## src/adc_regs_pkg.sv

```systemverilog
package adc_regs_pkg;

  // ************************************************************
  // Register byte addresses
  // ************************************************************
  localparam logic [7:0] OFS_RESULT_HIGH = 8'h00;
  localparam logic [7:0] OFS_RESULT_LOW = 8'h04;
  localparam logic [7:0] OFS_COMPARE_HIGH = 8'h08;
  localparam logic [7:0] OFS_COMPARE_LOW = 8'h0c;
  localparam logic [7:0] OFS_CONVERTER_CONFIG = 8'h10;
  localparam logic [7:0] OFS_PIN_DISABLE_LO = 8'h14;
  localparam logic [7:0] OFS_STATUS_CONTROL_ONE = 8'h18;
  localparam logic [7:0] OFS_STATUS_CONTROL_TWO = 8'h1c;

  // ************************************************************
  // Field positions
  // ************************************************************
  localparam int CFG_LOW_POWER = 7;
  localparam int CFG_DIV_HI = 6;
  localparam int CFG_DIV_LO = 5;
  localparam int CFG_LONG_SAMPLE = 4;
  localparam int CFG_RES_HI = 3;
  localparam int CFG_RES_LO = 2;
  localparam int CFG_CLK_HI = 1;
  localparam int CFG_CLK_LO = 0;
  localparam int SC1_DONE = 7;
  localparam int SC2_COMPARE_ENABLE = 5;
  localparam int SC2_COMPARE_GREATER = 4;

  // ************************************************************
  // Encodings and reset values
  // ************************************************************
  localparam logic [1:0] RES_8 = 2'h0;
  localparam logic [1:0] RES_12 = 2'h1;
  localparam logic [1:0] RES_10 = 2'h2;
  localparam logic [1:0] CLK_BUS = 2'h0;
  localparam logic [1:0] CLK_BUS_HALF = 2'h1;
  localparam logic [1:0] CLK_ALT = 2'h2;
  localparam logic [1:0] CLK_ASYNC = 2'h3;
  localparam logic [11:0] MASK_12 = 12'hfff;
  localparam logic [11:0] MASK_10 = 12'h3ff;
  localparam logic [11:0] MASK_8 = 12'h0ff;
  localparam logic [7:0] REG_RESET = 8'h00;
  localparam logic [11:0] RESULT_RESET = 12'h000;
  localparam logic [31:0] READ_ZERO = 32'h0000_0000;
  localparam int DIV_WIDTH = 4;

endpackage : adc_regs_pkg

```

## src/adc_result_compare_config_regs.sv

```systemverilog
// Overview of operation
// RULE_01 - 12-bit: top four bits in high low-nibble
// RULE_02 - 10-bit: top two bits in high bits 1:0
// RULE_03 - 10-bit: result bits 11:10 forced zero
// RULE_04 - 8-bit: result bits 11:8 zero, high empty
// RULE_05 - Load on completion unless compare fails
// RULE_06 - Compare event stores result minus compare value
// RULE_07 - High read blocks transfers until low read
// RULE_08 - Completions while blocked are discarded
// RULE_09 - 8-bit mode has no read interlock
// RULE_10 - Resolution change invalidates both result registers
// RULE_11 - Low holds eight low result bits
// RULE_12 - 12-bit: compare high four bits used
// RULE_13 - 10-bit: compare high bits 9:8 used
// RULE_14 - 8-bit: compare high register ignored
// RULE_15 - Compare low bits always matched against result
// RULE_16 - Config bit 7 selects low power
// RULE_17 - Config bits 6:5 divide by 1/2/4/8
// RULE_18 - Config bit 4 selects long sample
// RULE_19 - Config bits 3:2 select resolution
// RULE_20 - Config bits 1:0 select input clock
// RULE_21 - Pin register bit n governs channel n
// RULE_22 - Set bit removes digital port control
// RULE_23 - Done flag cleared by control write/low read
// RULE_24 - Disabled pin: no drive, reads zero, no pullup
`timescale 1ns/1ns
`default_nettype none

module adc_result_compare_config_regs #(
  parameter int CHANNELS = 8
) (
  input wire logic ref_clk,
  input wire logic reset,
  input wire logic ce,
  input wire logic psel,
  input wire logic penable,
  input wire logic pwrite,
  input wire logic [7:0] paddr,
  input wire logic [31:0] pwdata,
  output logic [31:0] prdata,
  output logic pready,
  output logic pslverr,
  input wire logic conversion_done,
  input wire logic [11:0] raw_result,
  input wire logic alternate_clock,
  input wire logic internal_async_clock,
  input wire logic [CHANNELS-1:0] port_pin_in,
  output logic [CHANNELS-1:0] port_read_value,
  output logic [CHANNELS-1:0] pin_disable_ch,
  output logic converter_clock,
  output logic low_power_select,
  output logic long_sample_select,
  output logic [1:0] resolution,
  output logic [1:0] clock_divide_select,
  output logic [1:0] input_clock_select,
  output logic conversion_done_flag,
  output logic compare_enable
);

  // ************************************************************
  // Register state
  // ************************************************************
  logic [11:0] result;
  logic [7:0] compare_value_high;
  logic [7:0] compare_value_low;
  logic [7:0] converter_config;
  logic compare_greater;
  logic transfer_lock;
  logic half_phase;
  logic [adc_regs_pkg::DIV_WIDTH-1:0] divide_count;

  logic setup_phase;
  logic write_done;
  logic read_done;
  logic read_high;
  logic read_low;
  logic write_config;
  logic mode_change;
  logic [11:0] store_value;
  logic compare_true;
  logic transfer;
  logic done_set;
  logic done_clear;
  logic source_tick;
  logic [adc_regs_pkg::DIV_WIDTH-1:0] divide_last;
  logic [31:0] next_prdata;
  logic next_pslverr;

  // ************************************************************
  // Bus decode
  // ************************************************************
  assign setup_phase = psel && !penable;
  assign write_done = psel && penable && pready && pwrite;
  assign read_done = psel && penable && pready && !pwrite;
  assign read_high = read_done && (paddr == adc_regs_pkg::OFS_RESULT_HIGH);
  assign read_low = read_done && (paddr == adc_regs_pkg::OFS_RESULT_LOW);
  assign write_config = write_done && (paddr == adc_regs_pkg::OFS_CONVERTER_CONFIG);
  assign mode_change = write_config && (pwdata[adc_regs_pkg::CFG_RES_HI:adc_regs_pkg::CFG_RES_LO]
                       != resolution);

  // ************************************************************
  // Result path
  // ************************************************************
  result_former former (
    .resolution(resolution),
    .raw_result(raw_result),
    .compare_value_high(compare_value_high),
    .compare_value_low(compare_value_low),
    .compare_enable(compare_enable),
    .compare_greater(compare_greater),
    .store_value(store_value),
    .compare_true(compare_true)
  );

  // Failed compares and blocked completions leave the result registers alone
  assign done_set = conversion_done && (!compare_enable || compare_true); // [RULE_05]
  assign transfer = done_set && !transfer_lock; // [RULE_07] [RULE_08]

  always_ff @(posedge ref_clk) begin
    if (reset) begin
      result <= adc_regs_pkg::RESULT_RESET;
    end else if (ce) begin
      // Old data would be misaligned for the new width, so drop it
      if (mode_change) begin
        result <= adc_regs_pkg::RESULT_RESET; // [RULE_10]
      end else if (transfer) begin
        result <= store_value; // [RULE_05] [RULE_11]
      end
    end
  end

  always_ff @(posedge ref_clk) begin
    if (reset) begin
      transfer_lock <= 1'b0;
    end else if (ce) begin
      if (mode_change || read_low) begin
        transfer_lock <= 1'b0; // [RULE_07]
      end else if (read_high && resolution != adc_regs_pkg::RES_8) begin
        transfer_lock <= 1'b1; // [RULE_07] [RULE_09]
      end
    end
  end

  // Set beats a clear landing in the same cycle
  assign done_clear = read_low ||
                      (write_done && paddr == adc_regs_pkg::OFS_STATUS_CONTROL_ONE);

  always_ff @(posedge ref_clk) begin
    if (reset) begin
      conversion_done_flag <= 1'b0;
    end else if (ce) begin
      if (done_set) begin
        conversion_done_flag <= 1'b1;
      end else if (done_clear) begin
        conversion_done_flag <= 1'b0; // [RULE_23]
      end
    end
  end

  // ************************************************************
  // Software registers
  // ************************************************************
  always_ff @(posedge ref_clk) begin
    if (reset) begin
      compare_value_high <= adc_regs_pkg::REG_RESET;
      compare_value_low <= adc_regs_pkg::REG_RESET;
      converter_config <= adc_regs_pkg::REG_RESET;
      pin_disable_ch <= '0;
      compare_enable <= 1'b0;
      compare_greater <= 1'b0;
    end else if (ce && write_done) begin
      unique case (paddr)
        adc_regs_pkg::OFS_COMPARE_HIGH: compare_value_high <= pwdata[7:0];
        adc_regs_pkg::OFS_COMPARE_LOW: compare_value_low <= pwdata[7:0];
        adc_regs_pkg::OFS_CONVERTER_CONFIG: converter_config <= pwdata[7:0];
        adc_regs_pkg::OFS_PIN_DISABLE_LO: pin_disable_ch <= pwdata[CHANNELS-1:0]; // [RULE_21]
        adc_regs_pkg::OFS_STATUS_CONTROL_TWO: begin
          compare_enable <= pwdata[adc_regs_pkg::SC2_COMPARE_ENABLE];
          compare_greater <= pwdata[adc_regs_pkg::SC2_COMPARE_GREATER];
        end
        default: begin
        end
      endcase
    end
  end

  // Configuration fields straight out of the register
  assign low_power_select = converter_config[adc_regs_pkg::CFG_LOW_POWER]; // [RULE_16]
  assign clock_divide_select =
    converter_config[adc_regs_pkg::CFG_DIV_HI:adc_regs_pkg::CFG_DIV_LO]; // [RULE_17]
  assign long_sample_select = converter_config[adc_regs_pkg::CFG_LONG_SAMPLE]; // [RULE_18]
  assign resolution =
    converter_config[adc_regs_pkg::CFG_RES_HI:adc_regs_pkg::CFG_RES_LO]; // [RULE_19]
  assign input_clock_select =
    converter_config[adc_regs_pkg::CFG_CLK_HI:adc_regs_pkg::CFG_CLK_LO]; // [RULE_20]

  // ************************************************************
  // Converter clock enable
  // ************************************************************
  // Alternate and internal sources arrive as synchronous tick strobes
  always_comb begin
    unique case (input_clock_select)
      adc_regs_pkg::CLK_BUS: source_tick = 1'b1; // [RULE_20]
      adc_regs_pkg::CLK_BUS_HALF: source_tick = half_phase; // [RULE_20]
      adc_regs_pkg::CLK_ALT: source_tick = alternate_clock; // [RULE_20]
      adc_regs_pkg::CLK_ASYNC: source_tick = internal_async_clock; // [RULE_20]
    endcase
  end

  assign divide_last = adc_regs_pkg::DIV_WIDTH'((1 << clock_divide_select) - 1); // [RULE_17]

  always_ff @(posedge ref_clk) begin
    if (reset) begin
      half_phase <= 1'b0;
    end else if (ce) begin
      half_phase <= !half_phase;
    end
  end

  always_ff @(posedge ref_clk) begin
    if (reset) begin
      divide_count <= '0;
      converter_clock <= 1'b0;
    end else if (ce) begin
      converter_clock <= source_tick && (divide_count >= divide_last); // [RULE_17]
      if (source_tick) begin
        divide_count <= (divide_count >= divide_last) ? '0
                        : divide_count + adc_regs_pkg::DIV_WIDTH'(1);
      end
    end
  end

  // ************************************************************
  // Pin gating
  // ************************************************************
  // Output drive and pullup gating live in the port; it reads pin_disable_ch
  generate
    for (genvar ch = 0; ch < CHANNELS; ch++) begin : gate_pin
      always_ff @(posedge ref_clk) begin
        if (reset) begin
          port_read_value[ch] <= 1'b0;
        end else if (ce) begin
          port_read_value[ch] <= port_pin_in[ch] && !pin_disable_ch[ch]; // [RULE_22] [RULE_24]
        end
      end
    end
  endgenerate

  // ************************************************************
  // Read mux and bus response
  // ************************************************************
  always_comb begin
    next_prdata = adc_regs_pkg::READ_ZERO;
    next_pslverr = 1'b0;
    unique case (paddr)
      adc_regs_pkg::OFS_RESULT_HIGH: next_prdata[3:0] = result[11:8]; // [RULE_01] [RULE_02]
      adc_regs_pkg::OFS_RESULT_LOW: next_prdata[7:0] = result[7:0]; // [RULE_11]
      adc_regs_pkg::OFS_COMPARE_HIGH: next_prdata[7:0] = compare_value_high;
      adc_regs_pkg::OFS_COMPARE_LOW: next_prdata[7:0] = compare_value_low;
      adc_regs_pkg::OFS_CONVERTER_CONFIG: next_prdata[7:0] = converter_config;
      adc_regs_pkg::OFS_PIN_DISABLE_LO: next_prdata[CHANNELS-1:0] = pin_disable_ch;
      adc_regs_pkg::OFS_STATUS_CONTROL_ONE:
        next_prdata[adc_regs_pkg::SC1_DONE] = conversion_done_flag;
      adc_regs_pkg::OFS_STATUS_CONTROL_TWO: begin
        next_prdata[adc_regs_pkg::SC2_COMPARE_ENABLE] = compare_enable;
        next_prdata[adc_regs_pkg::SC2_COMPARE_GREATER] = compare_greater;
      end
      default: next_pslverr = 1'b1;
    endcase
  end

  // One wait-free access phase: answer is prepared during setup
  always_ff @(posedge ref_clk) begin
    if (reset) begin
      pready <= 1'b0;
      pslverr <= 1'b0;
      prdata <= adc_regs_pkg::READ_ZERO;
    end else if (ce) begin
      pready <= setup_phase;
      pslverr <= setup_phase && next_pslverr;
      if (setup_phase) begin
        prdata <= pwrite ? adc_regs_pkg::READ_ZERO : next_prdata;
      end
    end
  end
endmodule : adc_result_compare_config_regs

`default_nettype wire

```

## src/result_former.sv

```systemverilog
`timescale 1ns/1ns
`default_nettype none

// ************************************************************
// Justify, compare and subtract one raw result
// ************************************************************
module result_former (
  input wire logic [1:0] resolution,
  input wire logic [11:0] raw_result,
  input wire logic [7:0] compare_value_high,
  input wire logic [7:0] compare_value_low,
  input wire logic compare_enable,
  input wire logic compare_greater,
  output logic [11:0] store_value,
  output logic compare_true
);

  logic [11:0] width_mask;
  logic [11:0] raw_masked;
  logic [11:0] compare_bits;
  logic [11:0] difference;

  always_comb begin
    unique case (resolution)
      adc_regs_pkg::RES_12: width_mask = adc_regs_pkg::MASK_12;
      adc_regs_pkg::RES_10: width_mask = adc_regs_pkg::MASK_10;
      // Reserved code behaves as 8-bit so stale upper bits never leak
      default: width_mask = adc_regs_pkg::MASK_8;
    endcase
  end

  // Upper result bits forced to zero by width
  assign raw_masked = raw_result & width_mask; // [RULE_03] [RULE_04]
  // High compare bits only count where the width has them
  assign compare_bits = {compare_value_high[3:0], compare_value_low} & width_mask; // [RULE_12] [RULE_13] [RULE_14] [RULE_15]
  assign compare_true = compare_greater ? (raw_masked >= compare_bits)
                                        : (raw_masked < compare_bits);
  // Result plus two's complement of compare value
  assign difference = (raw_masked + (~compare_bits + 12'h001)) & width_mask; // [RULE_06]
  assign store_value = compare_enable ? difference : raw_masked; // [RULE_06]

endmodule : result_former

`default_nettype wire

```

## config.mk

```make
export PLATFORM = sky130hd
export DESIGN_NAME = adc_result_compare_config_regs
export DESIGN_NICKNAME = d
export VERILOG_FILES = /design/src/adc_regs_pkg.sv /design/src/adc_result_compare_config_regs.sv /design/src/result_former.sv
export SDC_FILE = /design/constraint.sdc
export NUM_CORES = 1
export LEC_CHECK = 0
export ABC_AREA = 0
export BUFFER_PORTS_ARGS = -buffer_cell sky130_fd_sc_hd__buf_2
export CORE_MARGIN = 1
export CORE_UTILIZATION = 53
export DETAILED_ROUTE_END_ITERATION = 16
export PLACE_DENSITY = 0.81
export SLEW_MARGIN = 30
export SYNTH_ARGS = -nofsm -noshare
export SYNTH_HDL_FRONTEND = slang
export SYNTH_SLANG_ARGS = --single-unit
```

## constraint.sdc

```tcl
create_clock -name ref_clk -period 3.7 [get_ports ref_clk]
set_input_delay 0.555 -clock ref_clk [delete_from_list [all_inputs] [get_ports ref_clk]]
set_output_delay 0.555 -clock ref_clk [all_outputs]
set_load 0.05 [all_outputs]
```

==> results.md <==
* Status: finished, final reports clean
* Top cell type's share of synthesized area at 0.322
* Post-synthesis cell count at 555
* Worst Hold Class: flop to flop
* First-pass GRT wire length at 18.7 mm
* Unrepaired setup endpoints after global routing: false
* Crit path DAT at 3.53 ns
* I/O Buffers at 81
* Nets at 708
* Ys async rst share at 0
* CP max stage delay at 0.56 ns
* Pins Over Slew Limit at 0
* Skew-Pair Late Insertion Delay at 0.35 ns
* Post-CTS resize count at 0
* Avg Cell Area, Syn at 8.06 sq um
* 1st-pass router iterations at 5
* Final setup margin at 0.418 ns
* Syn Std Cell Area at 0.00447 sq mm
* Leading area contributor after synthesis: dfxtp_1
* Post-DRT Antenna Nets at 0
* Initial DRC count at 366
* Die Span Y at 93.9 um
* Gpl congestion at 0.915
* Fin crit share at 0.887
* Final hold viol count at 0
* CTS tree: built
* Clock Skew at 0.00561 ns
* Reg area at 0.00144 sq mm
* Leakage dissipation at 0.00206 uW
* Max_cap viols at 0
* CP max FO at 9
* Synth Flop Type: dfxtp_1
* CORE AREA at 0.00818 sq mm
* Placed cell count at 714
* Setup_tns at 0 ns
* Post-synth EDFFs at 0
* Register share of total power at 0.495
* Antenna diode count at 0
* # Post-CTS Setup Buffers at 0
* IO Count at 130
* Max Fclk at 305 MHz
* CTS Root Cell: clkbuf_8
* Total CTS buffers at 9
* Gate power share at 0.165
* Total number of vias at 4336
* Switch Pwr at 481 uW
* Post-route minimum period at 3.28 ns
* Critical-path cell list: inv_1 > ha_1 > and2_1 > ha_1 > and3_1 > nor3b_1 > o21ai_1 > a41o_1 > a311oi_4 > nor2_2 > o41ai_1
* Internal power at 1120 uW
* Post-CTS Hold Fix Bufs at 0
* Clock H-tree levels at 3
* Net Sw Frac at 0.300
* Netlist cell types at 63
* Largest net degree at the start of global routing at 44
* Clk network pwr share at 0.340
* CP top delay family: compound AO/OA/AOI/OAI gates
* Pwr Density at 320 mW/mm^2
* Worst slack at placement at 0.481 ns
* Initial antenna violation count at 0
* Buf/Inv on CP at 1
* Worst EP required at 3.94 ns
* # DRC at 0
* GRT Resource Usage Total at 0.274
* Die area at 0.00881 sq mm
* Worst Max-Slew Pin Slew at 0.734 ns
* Final WL at 12.0 mm
* Max Root-Sink Buffers at 2
* Critical Path End Type: flop
* CTS sink count at 72
* Final non-filler cell total at 730
* Multi-input logic area at 0.00275 sq mm
* Cell mode on critical path: ha_1
* YS warnings at 0
* Final HPWL DP at 8.97 mm
* Area grow syn2layout at 11.9%
* Seq/Total Area, Yosys at 0.322
* Critical path type: flop to flop
* Max-slew headroom at 0.506
* Post-synth top cells: dfxtp_1 (72), nand2_1 (56), a21oi_1 (51)
* Worst-path clk slew at 0.07 ns
* Number of cell rows at 33
* Synth area leaders: dfxtp_1 (32%), mux2i_1 (7.2%), a21oi_1 (5.7%), ha_1 (5.0%), nand2_1 (4.7%)
* Final setup viols at 0
* Startpoint types: flop
* Initial Util at 0.547
* Most frequent cell after synthesis: dfxtp_1
* Finished Core Util at 0.612
* WL/cell at 16.4 um
* Filler Cell Count at 722
* Grt ovf at 0
* Vias in the first global route at 3933
* Yosys reg bits at 72
* Via density at 5.94
* Die width at 93.9 um
* Layout cell share with drive strength beyond 1 at 0.198
* Slowest CP cell: a311oi_4
* VDD IR max at 247 uV
-- placed cells by master (no fill, tap or decap), drive strengths merged, types with 3 or more instances in the layout --
master  instances
a22oi          10
a221o           3
a211oi          3
inv            18
nand3b         10
nor2           47
or3             4
nor4            5
mux2i          32
xnor2           7
nand3          25
a21o            7
o31ai           6
dfxtp          72
nand2b         15
o21ai          17
a31oi           4
o211ai          4
o221ai          5
nand2          57
buf            87
nor3           11
a21oi          54
o21a            4
ha             18
and3            8
conb           24
nand4b          3
nor3b           3
nor2b           8
clkbuf         13
mux2            6
and2            5
-- path summary, 6_finish.rpt --
kind	start	slack, ns	endpoint	cells after the start
worst max-delay path	converter_config[3]	0.42	result[11]	11
worst min-delay path	compare_value_high[5]	0.46	compare_value_high[5]	2
worst max register to register	converter_config[3]	0.42	result[11]	11
worst min register to register	compare_value_high[5]	0.46	compare_value_high[5]	2
-- power by group through the flow --
stage,clock (uW),sequential (uW),combinational [uW]
final,545,794,264
after global routing,578,795,283
after CTS,548,794,260
after detailed placement,0,812,259
after global placement,0,811,253
after floorplan,0,835,189
-- worst min-delay path: stages (launching register included) --
cell	delay [ns]
dfxtp_1	0.31
nand2_1	0.05
a21oi_1	0.05
-- sequential cells by signal (all words and copies together) (netlist names), 4 cells and up --
| name | flops |
|---|---|
| compare_value_high | 8 |
| compare_value_low | 8 |
| converter_config | 8 |
| divide_count | 4 |
| pin_disable_ch | 8 |
| port_read_value | 8 |
| prdata | 8 |
| result | 12 |
-- logic make-up (layout without fill, tap and decap cells) --
group | Yosys count | count (layout) | share of synthesized area
simple gates | 208 | 208 | 0.235
fa+ha+maj | 19 | 19 | 0.0548
mux | 38 | 38 | 0.0867
xor+xnor | 8 | 8 | 0.0157
compound gates | 135 | 135 | 0.201
buf+inv | 74 | 121 | 0.0833
flops | 72 | 72 | 0.322
other cells | 1 | 24 | 0.000838
-- through the flow --
stage                     instance area, sq um  hold WS [ns]  total power [uW]
after global routing                      5000         0.472              1660
after detailed placement                  4840         0.447              1070
after CTS                                 5000         0.456              1600
after floorplan                           4560         0.429              1020
final                                     5000         0.458              1600
after global placement                    4840         0.441              1060
-- layer usage --
metal  part of all wire  GRT usage  vias to the layer above
li1                   -          -                     2071
met1               0.43      0.354                     2047
met2               0.48      0.459                      185
met3              0.062     0.0437                       33
met4              0.027     0.0974                        0
met5                  0          0                        -
-- layout make-up --
type / count / share of cell area
Inverter: 18 / 0.0135
Multi-Input combinational cell: 432 / 0.549
Clock inverter: 3 / 0.00350
Sequential cell: 72 / 0.288
Timing Repair Buffer: 87 / 0.0900
Tap cell: 105 / 0.0263
Clock buffer: 13 / 0.0298
Power figures use the tool's default switching activity.
